==> config.mk <==
export PLATFORM = sky130hd
export DESIGN_NAME = sea_engine
export DESIGN_NICKNAME = d
export VERILOG_FILES = /design/src/core/sea_pkg.sv /design/src/core/sea_engine.sv /design/src/core/sea_sync.sv /design/src/core/sea_wrtimer.sv
export VERILOG_INCLUDE_DIRS = /design/src /design/src/core
export SDC_FILE = /design/constraint.sdc
export NUM_CORES = 2
export LEC_CHECK = 0
export ABC_AREA = 1
export BUFFER_PORTS_ARGS = -buffer_cell sky130_fd_sc_hd__buf_2
export CAP_MARGIN = 10
export CORE_MARGIN = 2
export CORE_UTILIZATION = 60
export DETAILED_ROUTE_END_ITERATION = 10
export PLACE_DENSITY = 0.77
export SETUP_SLACK_MARGIN = 0.5
export SLEW_MARGIN = 20
export SYNTH_ARGS = -nofsm -noshare
export SYNTH_HDL_FRONTEND = slang
export SYNTH_SLANG_ARGS = --single-unit
==> constraint.sdc <==
create_clock -name i_clk -period 13.4 [get_ports i_clk]
set_clock_uncertainty 0.1 [all_clocks]
set_input_delay 1.34 -clock i_clk [delete_from_list [all_inputs] [get_ports i_clk]]
set_output_delay 1.34 -clock i_clk [all_outputs]
set_load 0.02 [all_outputs]
==> src/core/sea_map.svh <==
// Constants for the serial EEPROM access engine: bit counts, reset values, timing.
// Assumes the includer runs on a 40 MHz clock.
`ifndef SEA_MAP_SVH
`define SEA_MAP_SVH

// Bits in one serial byte and last transmit bit index
`define SEA_BYTE_BITS 4'h8
`define SEA_LAST_TX 4'h7

// Direction bit of the slave address byte
`define SEA_RW_POS 0

// Word pointer reset value
`define SEA_PTR_RST 8'h00

// Line idle levels at reset: scl, sda high
`define SEA_SYNC_RST 6'h30

// Internal write cycle time and clock rate
`define SEA_T_WR_NS 5000000
`define SEA_CLK_MHZ 40

`endif

==> src/core/sea_pkg.sv <==
// Types shared by the serial EEPROM access engine.
// Assumes nothing of its surroundings.
package sea_pkg;

  typedef enum logic [2:0] {
    SEA_IDLE, SEA_RECV, SEA_ACK, SEA_SEND, SEA_MACK, SEA_WAIT
  } sea_state_t;

  typedef enum logic [1:0] {
    SEA_ROLE_ADDR, SEA_ROLE_WORD, SEA_ROLE_DATA
  } sea_role_t;

endpackage

==> src/core/sea_engine.sv <==
// Command engine of a 256-byte two-wire serial EEPROM slave.
// Assumes an external master drives scl; sda is open drain, pulled up outside.
// Behaviour
// - after write address ack, ack and load next byte into word pointer
// - ack word address and data; start write cycle on stop
// - ignore all inputs while the write cycle runs
// - page write is a byte write plus up to fifteen more bytes
// - acknowledge every complete data byte of a page write
// - pointer advances by one after each received data byte
// - beyond sixteen bytes the pointer rolls over and overwrites
// - fewer than sixteen bytes program only those addresses
// - no slave ack while busy; ack again once the cycle ends
// - write lock high: ack addresses, not data, no write cycle
// - write lock low: every location is writable
// - pointer holds last accessed address plus one
// - read address acked, then eight bits from pointer location
// - no ack plus stop ends reading, back to standby
// - sequential read sends next byte on each master ack
// - read pointer wraps from last location to first
// - last address bit is direction, one means read
// - every byte goes most significant bit first
// - no ack in ninth clock: stop sending, wait for stop
`timescale 1ns/100ps
`include "sea_map.svh"
module sea_engine #(
  parameter int PAGE_W = 4,
  parameter logic [3:0] DEV_ID = 4'h5, // Arbitrary identifier value
  parameter int WR_CYCLES = (`SEA_T_WR_NS * `SEA_CLK_MHZ) / 1000
) (
  input wire logic i_clk,
  input wire logic i_reset_n,
  input wire logic i_scl,
  input wire logic i_sda,
  input wire logic i_write_lock,
  input wire logic [2:0] i_chip_select_straps,
  output logic o_sda_o,
  output logic o_sda_oe,
  output logic o_busy
);

  localparam int PAGE_N = 1 << PAGE_W;
  localparam int BW = $clog2(WR_CYCLES + 1);

  sea_pkg::sea_state_t state;
  sea_pkg::sea_role_t role;
  logic [5:0] sync_q;
  logic scl_s, sda_s, wp, scl_q, sda_q;
  logic [2:0] straps;
  logic scl_rise, scl_fall, start_ev, stop_ev;
  logic [3:0] cnt;
  logic [7:0] sr, tx, ptr, rd_byte;
  logic rw, sda_drive, busy;
  logic byte_done, addr_hit, word_take, data_take, rd_load;
  logic commit_go, commit_we;
  logic [PAGE_N-1:0] valid;
  logic [7:0] pbuf [PAGE_N];
  logic [7:0] mem [256];
  logic [PAGE_W:0] cidx;
  logic [7-PAGE_W:0] cpage;
  logic [7:0] tx_ref;
  logic [BW-1:0] busy_len;

  // Pins cross into the clock domain before anything looks at them
  sea_sync #(.W(6), .RST(`SEA_SYNC_RST)) u_sync (
    .i_clk(i_clk),
    .i_reset_n(i_reset_n),
    .i_d({i_scl, i_sda, i_write_lock, i_chip_select_straps}),
    .o_q(sync_q)
  );

  assign {scl_s, sda_s, wp, straps} = sync_q;

  // Previous line levels for edge and condition detection
  always_ff @(posedge i_clk or negedge i_reset_n) begin
    if (!i_reset_n) begin
      scl_q <= 1'b1;
      sda_q <= 1'b1;
    end else begin
      scl_q <= scl_s;
      sda_q <= sda_s;
    end
  end

  // Line events; start and stop gated off while the write cycle runs, clock edges not
  assign scl_rise = scl_s && !scl_q;
  assign scl_fall = !scl_s && scl_q;
  assign start_ev = !busy && scl_s && scl_q && sda_q && !sda_s;
  assign stop_ev = !busy && scl_s && scl_q && !sda_q && sda_s;

  // Byte decisions
  assign byte_done = (state == sea_pkg::SEA_RECV) && scl_fall && (cnt == `SEA_BYTE_BITS);
  assign addr_hit = (sr[7:1] == {DEV_ID, straps});
  assign word_take = byte_done && (role == sea_pkg::SEA_ROLE_WORD);
  assign data_take = byte_done && (role == sea_pkg::SEA_ROLE_DATA) && !wp;
  assign rd_load = scl_fall && (((state == sea_pkg::SEA_ACK) && (role == sea_pkg::SEA_ROLE_ADDR)
                   && rw) || (state == sea_pkg::SEA_MACK));
  assign rd_byte = mem[ptr];

  // Only a stop after accepted data starts programming
  assign commit_go = stop_ev && (|valid) && !wp;

  // Serial protocol sequencer
  always_ff @(posedge i_clk or negedge i_reset_n) begin
    if (!i_reset_n) begin
      state <= sea_pkg::SEA_IDLE;
      role <= sea_pkg::SEA_ROLE_ADDR;
      cnt <= 4'h0;
      sr <= 8'h00;
      tx <= 8'h00;
      rw <= 1'b0;
      sda_drive <= 1'b0;
    end else if (busy) begin
      state <= sea_pkg::SEA_IDLE;
      sda_drive <= 1'b0;
    end else if (stop_ev) begin
      state <= sea_pkg::SEA_IDLE;
      sda_drive <= 1'b0;
    end else if (start_ev) begin
      // A repeated start restarts addressing, which gives the random read
      state <= sea_pkg::SEA_RECV;
      role <= sea_pkg::SEA_ROLE_ADDR;
      cnt <= 4'h0;
      sda_drive <= 1'b0;
    end else begin
      case (state)
        sea_pkg::SEA_RECV: begin
          if (scl_rise) begin
            sr <= {sr[6:0], sda_s};
            cnt <= cnt + 4'h1;
          end else if (byte_done) begin
            case (role)
              sea_pkg::SEA_ROLE_ADDR: begin
                if (addr_hit) begin
                  rw <= sr[`SEA_RW_POS];
                  sda_drive <= 1'b1;
                  state <= sea_pkg::SEA_ACK;
                end else begin
                  state <= sea_pkg::SEA_WAIT;
                end
              end
              sea_pkg::SEA_ROLE_WORD: begin
                sda_drive <= 1'b1;
                state <= sea_pkg::SEA_ACK;
              end
              sea_pkg::SEA_ROLE_DATA: begin
                if (wp) begin
                  state <= sea_pkg::SEA_WAIT;
                end else begin
                  sda_drive <= 1'b1;
                  state <= sea_pkg::SEA_ACK;
                end
              end
              default: state <= sea_pkg::SEA_WAIT;
            endcase
          end
        end
        sea_pkg::SEA_ACK: begin
          // Release after the ninth clock, then either send or listen
          if (scl_fall) begin
            cnt <= 4'h0;
            if (role == sea_pkg::SEA_ROLE_ADDR && rw) begin
              tx <= rd_byte;
              sda_drive <= ~rd_byte[7];
              state <= sea_pkg::SEA_SEND;
            end else begin
              sda_drive <= 1'b0;
              state <= sea_pkg::SEA_RECV;
              role <= (role == sea_pkg::SEA_ROLE_ADDR) ? sea_pkg::SEA_ROLE_WORD
                      : sea_pkg::SEA_ROLE_DATA;
            end
          end
        end
        sea_pkg::SEA_SEND: begin
          if (scl_fall) begin
            if (cnt == `SEA_LAST_TX) begin
              sda_drive <= 1'b0;
              state <= sea_pkg::SEA_MACK;
            end else begin
              cnt <= cnt + 4'h1;
              tx <= {tx[6:0], 1'b0};
              sda_drive <= ~tx[6];
            end
          end
        end
        sea_pkg::SEA_MACK: begin
          if (scl_rise && sda_s) begin
            state <= sea_pkg::SEA_WAIT;
          end else if (scl_fall) begin
            tx <= rd_byte;
            sda_drive <= ~rd_byte[7];
            cnt <= 4'h0;
            state <= sea_pkg::SEA_SEND;
          end
        end
        sea_pkg::SEA_IDLE, sea_pkg::SEA_WAIT: state <= state;
        default: state <= sea_pkg::SEA_IDLE;
      endcase
    end
  end

  // Open drain: the pad only ever pulls low
  assign o_sda_o = 1'b0;
  assign o_sda_oe = sda_drive;
  assign o_busy = busy;

  // Word pointer; writes wrap within the page, reads across the array
  always_ff @(posedge i_clk or negedge i_reset_n) begin
    if (!i_reset_n) begin
      ptr <= `SEA_PTR_RST;
    end else if (word_take) begin
      ptr <= sr;
    end else if (data_take) begin
      ptr <= {ptr[7:PAGE_W], PAGE_W'(ptr[PAGE_W-1:0] + 1'b1)};
    end else if (rd_load) begin
      ptr <= ptr + 8'h01;
    end
  end

  // Page buffer entries: a later byte at the same slot overwrites
  for (genvar g = 0; g < PAGE_N; g++) begin : g_page
    always_ff @(posedge i_clk or negedge i_reset_n) begin
      if (!i_reset_n) begin
        valid[g] <= 1'b0;
        pbuf[g] <= 8'h00;
      end else if (data_take && ptr[PAGE_W-1:0] == PAGE_W'(g)) begin
        valid[g] <= 1'b1;
        pbuf[g] <= sr;
      end else if (start_ev || (commit_we && cidx[PAGE_W-1:0] == PAGE_W'(g))) begin
        valid[g] <= 1'b0;
      end
    end
  end

  // Programming walks the page once; WR_CYCLES must cover PAGE_N clocks
  always_ff @(posedge i_clk or negedge i_reset_n) begin
    if (!i_reset_n) begin
      cidx <= {1'b1, {PAGE_W{1'b0}}};
      cpage <= '0;
    end else if (commit_go) begin
      cidx <= '0;
      cpage <= ptr[7:PAGE_W];
    end else if (!cidx[PAGE_W]) begin
      cidx <= cidx + 1'b1;
    end
  end

  assign commit_we = !cidx[PAGE_W] && valid[cidx[PAGE_W-1:0]];

  // Array keeps no reset: it models nonvolatile content
  always_ff @(posedge i_clk) begin
    if (commit_we) begin
      mem[{cpage, cidx[PAGE_W-1:0]}] <= pbuf[cidx[PAGE_W-1:0]];
    end
  end

  sea_wrtimer #(.CYCLES(WR_CYCLES)) u_timer (
    .i_clk(i_clk),
    .i_reset_n(i_reset_n),
    .i_start(commit_go),
    .o_busy(busy)
  );

  // Length of the running write cycle, counted apart from the timer's own counter
  always_ff @(posedge i_clk or negedge i_reset_n) begin
    if (!i_reset_n) begin
      busy_len <= '0;
    end else if (commit_go) begin
      busy_len <= '0;
    end else if (busy) begin
      busy_len <= busy_len + 1'b1;
    end
  end

  // Copy of each loaded byte, so the bit order is judged apart from the shifter
  always_ff @(posedge i_clk or negedge i_reset_n) begin
    if (!i_reset_n) begin
      tx_ref <= 8'h00;
    end else if (rd_load) begin
      tx_ref <= rd_byte;
    end
  end
endmodule // sea_engine

==> src/core/sea_sync.sv <==
// Two flip-flop synchroniser for a group of pin inputs.
// Assumes the inputs are asynchronous to i_clk.
`timescale 1ns/100ps
module sea_sync #(
  parameter int W = 6,
  parameter logic [W-1:0] RST = '0
) (
  input wire logic i_clk,
  input wire logic i_reset_n,
  input wire logic [W-1:0] i_d,
  output logic [W-1:0] o_q
);

  logic [W-1:0] meta;

  // First stage feeds only the second stage
  always_ff @(posedge i_clk or negedge i_reset_n) begin
    if (!i_reset_n) begin
      meta <= RST;
      o_q <= RST;
    end else begin
      meta <= i_d;
      o_q <= meta;
    end
  end

endmodule // sea_sync

==> src/core/sea_wrtimer.sv <==
// Self-timed nonvolatile write cycle counter.
// Assumes i_start is a one-cycle pulse on i_clk.
`timescale 1ns/100ps
module sea_wrtimer #(
  parameter int CYCLES = 200000
) (
  input wire logic i_clk,
  input wire logic i_reset_n,
  input wire logic i_start,
  output logic o_busy
);

  localparam int CW = $clog2(CYCLES + 1);

  logic [CW-1:0] cnt;

  // Busy stays high for exactly CYCLES clocks after the start pulse
  always_ff @(posedge i_clk or negedge i_reset_n) begin
    if (!i_reset_n) begin
      cnt <= '0;
      o_busy <= 1'b0;
    end else if (i_start) begin
      cnt <= CW'(CYCLES - 1);
      o_busy <= 1'b1;
    end else if (o_busy) begin
      if (cnt == '0) begin
        o_busy <= 1'b0;
      end else begin
        cnt <= cnt - 1'b1;
      end
    end
  end

endmodule // sea_wrtimer

==> results.toml <==
[clock_network]
root_buffer = "clkbuf_16"
cts_resized = 0
cts_tree = "yes"
clkTransAtPathRegs_ns = 0.06
htreeDepth = 4
cts_buffers = 214
cts.sinks = 2268
holdBufCountCts = 0
clockBufferDepth = 3
post-cts-setup-buffer-count = 0
clock_latency_ns = 0.85

[power_and_ir_drop]
switching_share_pct = 29.8
seq_power_share_pct = 46.1
p_comb_share_pct = 19.0
p_int_w = 0.0117
p_per_area_nw_per_um2 = 165
clockPowerShare_pct = 35.0
p_leak_nw = 39.6
vdd_drop_max_mv = 0.179
switchingPower_w = 0.00498

[placed_design]
placed_cells = 9899
place_hpwl_mm = 137
globalplace.congestion = 0.906
dp_slack_ns = 8.12
io_buffers = 9

[sta]
setup_slack_ns = 7.78
hold_viol = 0
maxSlewViolCount = 0
tns_ns = 0
period_needed_ns = 5.62
setup_violations = 0
fmax_mhz = 178
worst_pin_slew_ns = 1.27
fin_crit_sh_pct = 41.9
whs_ns = 0.259
relSlewSlack_pct = 15.6
grt_setup_unrepaired = "no"

[global_routing]
antenna_found_initial = 8
grt_overflow = 0
grt_usage_pct = 31.3
first_global_vias = 60900
grt_first_pass_wirelength_mm = 373
grt_max_degree = 230

[logic_synthesis]
netlist.area_leader.share_pct = 65.9
syn_inst = 8288
muxShareOfSynthArea_pct = 0.0107
synth_top_cell_by_area = "edfxtp_1"
syn_area_um2 = 93400
synthDistinctLibCells = 45
ys_warn_count = 0
syn_nets = 8307
yosys-top-cells-area = "edfxtp_1, nor2_1, nand2_1, o21ai_0, dfrtp_1"
synth_area_per_cell_um2 = 11.3
synth_top_family_by_area = "simple AND/OR/NAND/NOR gates"
synth_fa_ha_area_share_pct = 0.147
synth_compound_area_share_pct = 7.94
synth-simple-area-share_pct = 16.7
synth_xor_area_share_pct = 0.0469
ys_seq_area_share_pct = 71.8
synth.ff_latch_count = 2268

[job]
cap_viol_max_count = 0

[critical_path]
crit_path_top_delay_cell = "dfrtp_4"
cp.buffers_inverters = 3
cp_top_family = "buffers and inverters"
path_max_fanout = 227
crit_chain = "buf_12 -> buf_12 -> buf_4 -> nor2_1 -> nor2_1 -> o21ai_0 -> a21oi_1 -> nor2_1 -> nand2_1 -> nand3_1 -> nand3_1 -> nand3_1 -> nand3_1 -> nand2_1 -> nand2_1 -> nand2_1"
critical_path.max_stage_delay_ns = 0.98
crit_start = "ptr[0]"
worstSetupPathType = "flop to flop"
worstPathArrival_ns = 6.23
r2r_start = "ptr[0]"
crit_path_end_kind = "flop"
cp-start-kind = "flop"
cp.required_ns = 14.01

[die]
io_pins = 11
fp.dieH_um = 399
row_count = 144
dieArea_um2 = 159000
start_util_pct = 60.5
die_w_um = 399
coreArea_um2 = 154000

[cells_and_area]
nets = 8090
multiInputGateArea_um2 = 23300
fin_cells = 10300
seq_area_um2 = 67000
fillers = 11100
drive_gt1_share_pct = 5.77
mostFrequentLayoutCell = "edfxtp_1"
synthToLayoutAreaGrowth_pct = 8.14
layout_common_cells = "edfxtp_1, nor2_1, nand2_1, o21ai_0, nand3_1"

[drt]
detail-route-antenna-nets = 0
wl_mm = 249
vias_per_cell = 6.24
dr.pass1.iters = 7
drt_drc_violations_left = 0
drt_iter0_markers = 10700
wire_per_inst_um = 24.2
dr_total_vias = 64200

[worst_hold_path]
hold_path.startpoint = "u_sync.meta[4]"
hold_class = "flop to flop"

[outcome]
status = "completed"
metal layers:
layer	up-vias	share of wire, %	GRT usage [%]
met5	-	0.029	0
met4	12	4.1	12.3
met3	568	12	6.57
met2	4306	46	48.0
met1	31000	38	44.3
li1	28400	-	-
power groups by stage:
stage	Combinational (W)	Clock, W	Sequential, W
3_3_place_gp	0.00301	0	0.00784
5_1_grt	0.00347	0.00613	0.00770
6_report	0.00317	0.00585	0.00770
2_1_floorplan	0.00230	0	0.00779
3_5_place_dp	0.00306	0	0.00784
4_1_cts	0.00309	0.00586	0.00770
registers in the layout, indices dropped and copies added (netlist names), 3 cells and up:
| signal | count |
|---|---|
| mem | 2048 |
| u_timer.cnt | 18 |
| u_sync.o_q | 6 |
| pbuf | 128 |
| state | 3 |
| cnt | 4 |
| tx | 7 |
| valid | 16 |
| cidx | 5 |
| sr | 8 |
| ptr | 8 |
| u_sync.meta | 6 |
| cpage | 4 |
logic make-up (layout without fill, tap and decap cells):
kind of cell	after synthesis	in the layout
buffers and inverters	694	655
XOR/XNOR	5	5
AND/OR/NAND/NOR	3874	3874
flip-flops	2268	2268
other	1	3
multiplexers	1	1
AO/OA/AOI/OAI	1434	1434
adder cells (fa/ha/maj)	11	11
synth_stat cells (all sizes together):
master  number
edfxtp    2048
nor2      1698
nand2     1608
o21ai     1169
nand3      504
buf        285
clkbuf     233
dfrtp      213
inv        167
o22ai      148
a21oi      104
nand4       34
nor3        20
ha          11
clkinv       9
dfstp        7
nor4         7
o211ai       5
a31oi        3
xor2         3
o221ai       2
xnor2        2
a211oi       1
a41oi        1
and3         1
conb         1
mux2i        1
nand3b       1
o31ai        1
or2          1
through the flow:
step / total power [W] / instance area, um2 / utilization (%)
2_1_floorplan: 0.0101 / 93400 / -
3_3_place_gp: 0.0108 / 94300 / 61.1
3_5_place_dp: 0.0109 / 94300 / 61.1
4_1_cts: 0.0166 / 101000 / 65.4
5_1_grt: 0.0173 / 101000 / 65.4
6_report: 0.0167 / 101000 / 65.4
worst paths after layout:
check | endpoint | slack, ns | cells past startpoint
max | o_sda_oe | 7.78 | 16
min | u_sync.o_q[4] | 0.26 | 0
max reg2reg | o_sda_oe | 7.78 | 16
min reg2reg | u_sync.o_q[4] | 0.26 | 0
max in group asynchronous | ptr[1] | 11.25 | 2
min in group asynchronous | u_timer.cnt[13] | 0.39 | 1
final cells by class:
class / instances / area share (%)
clock buffer: 283 / 5.78
inverter: 176 / 0.673
timing repair buffer: 85 / 0.781
antenna: 2 / 0.00496
multi-input combinational: 5326 / 23.0
sequential: 2268 / 66.4
tap: 2044 / 2.53
clock inverter: 111 / 0.836
Note: power is estimated with default switching activity, not from simulation.
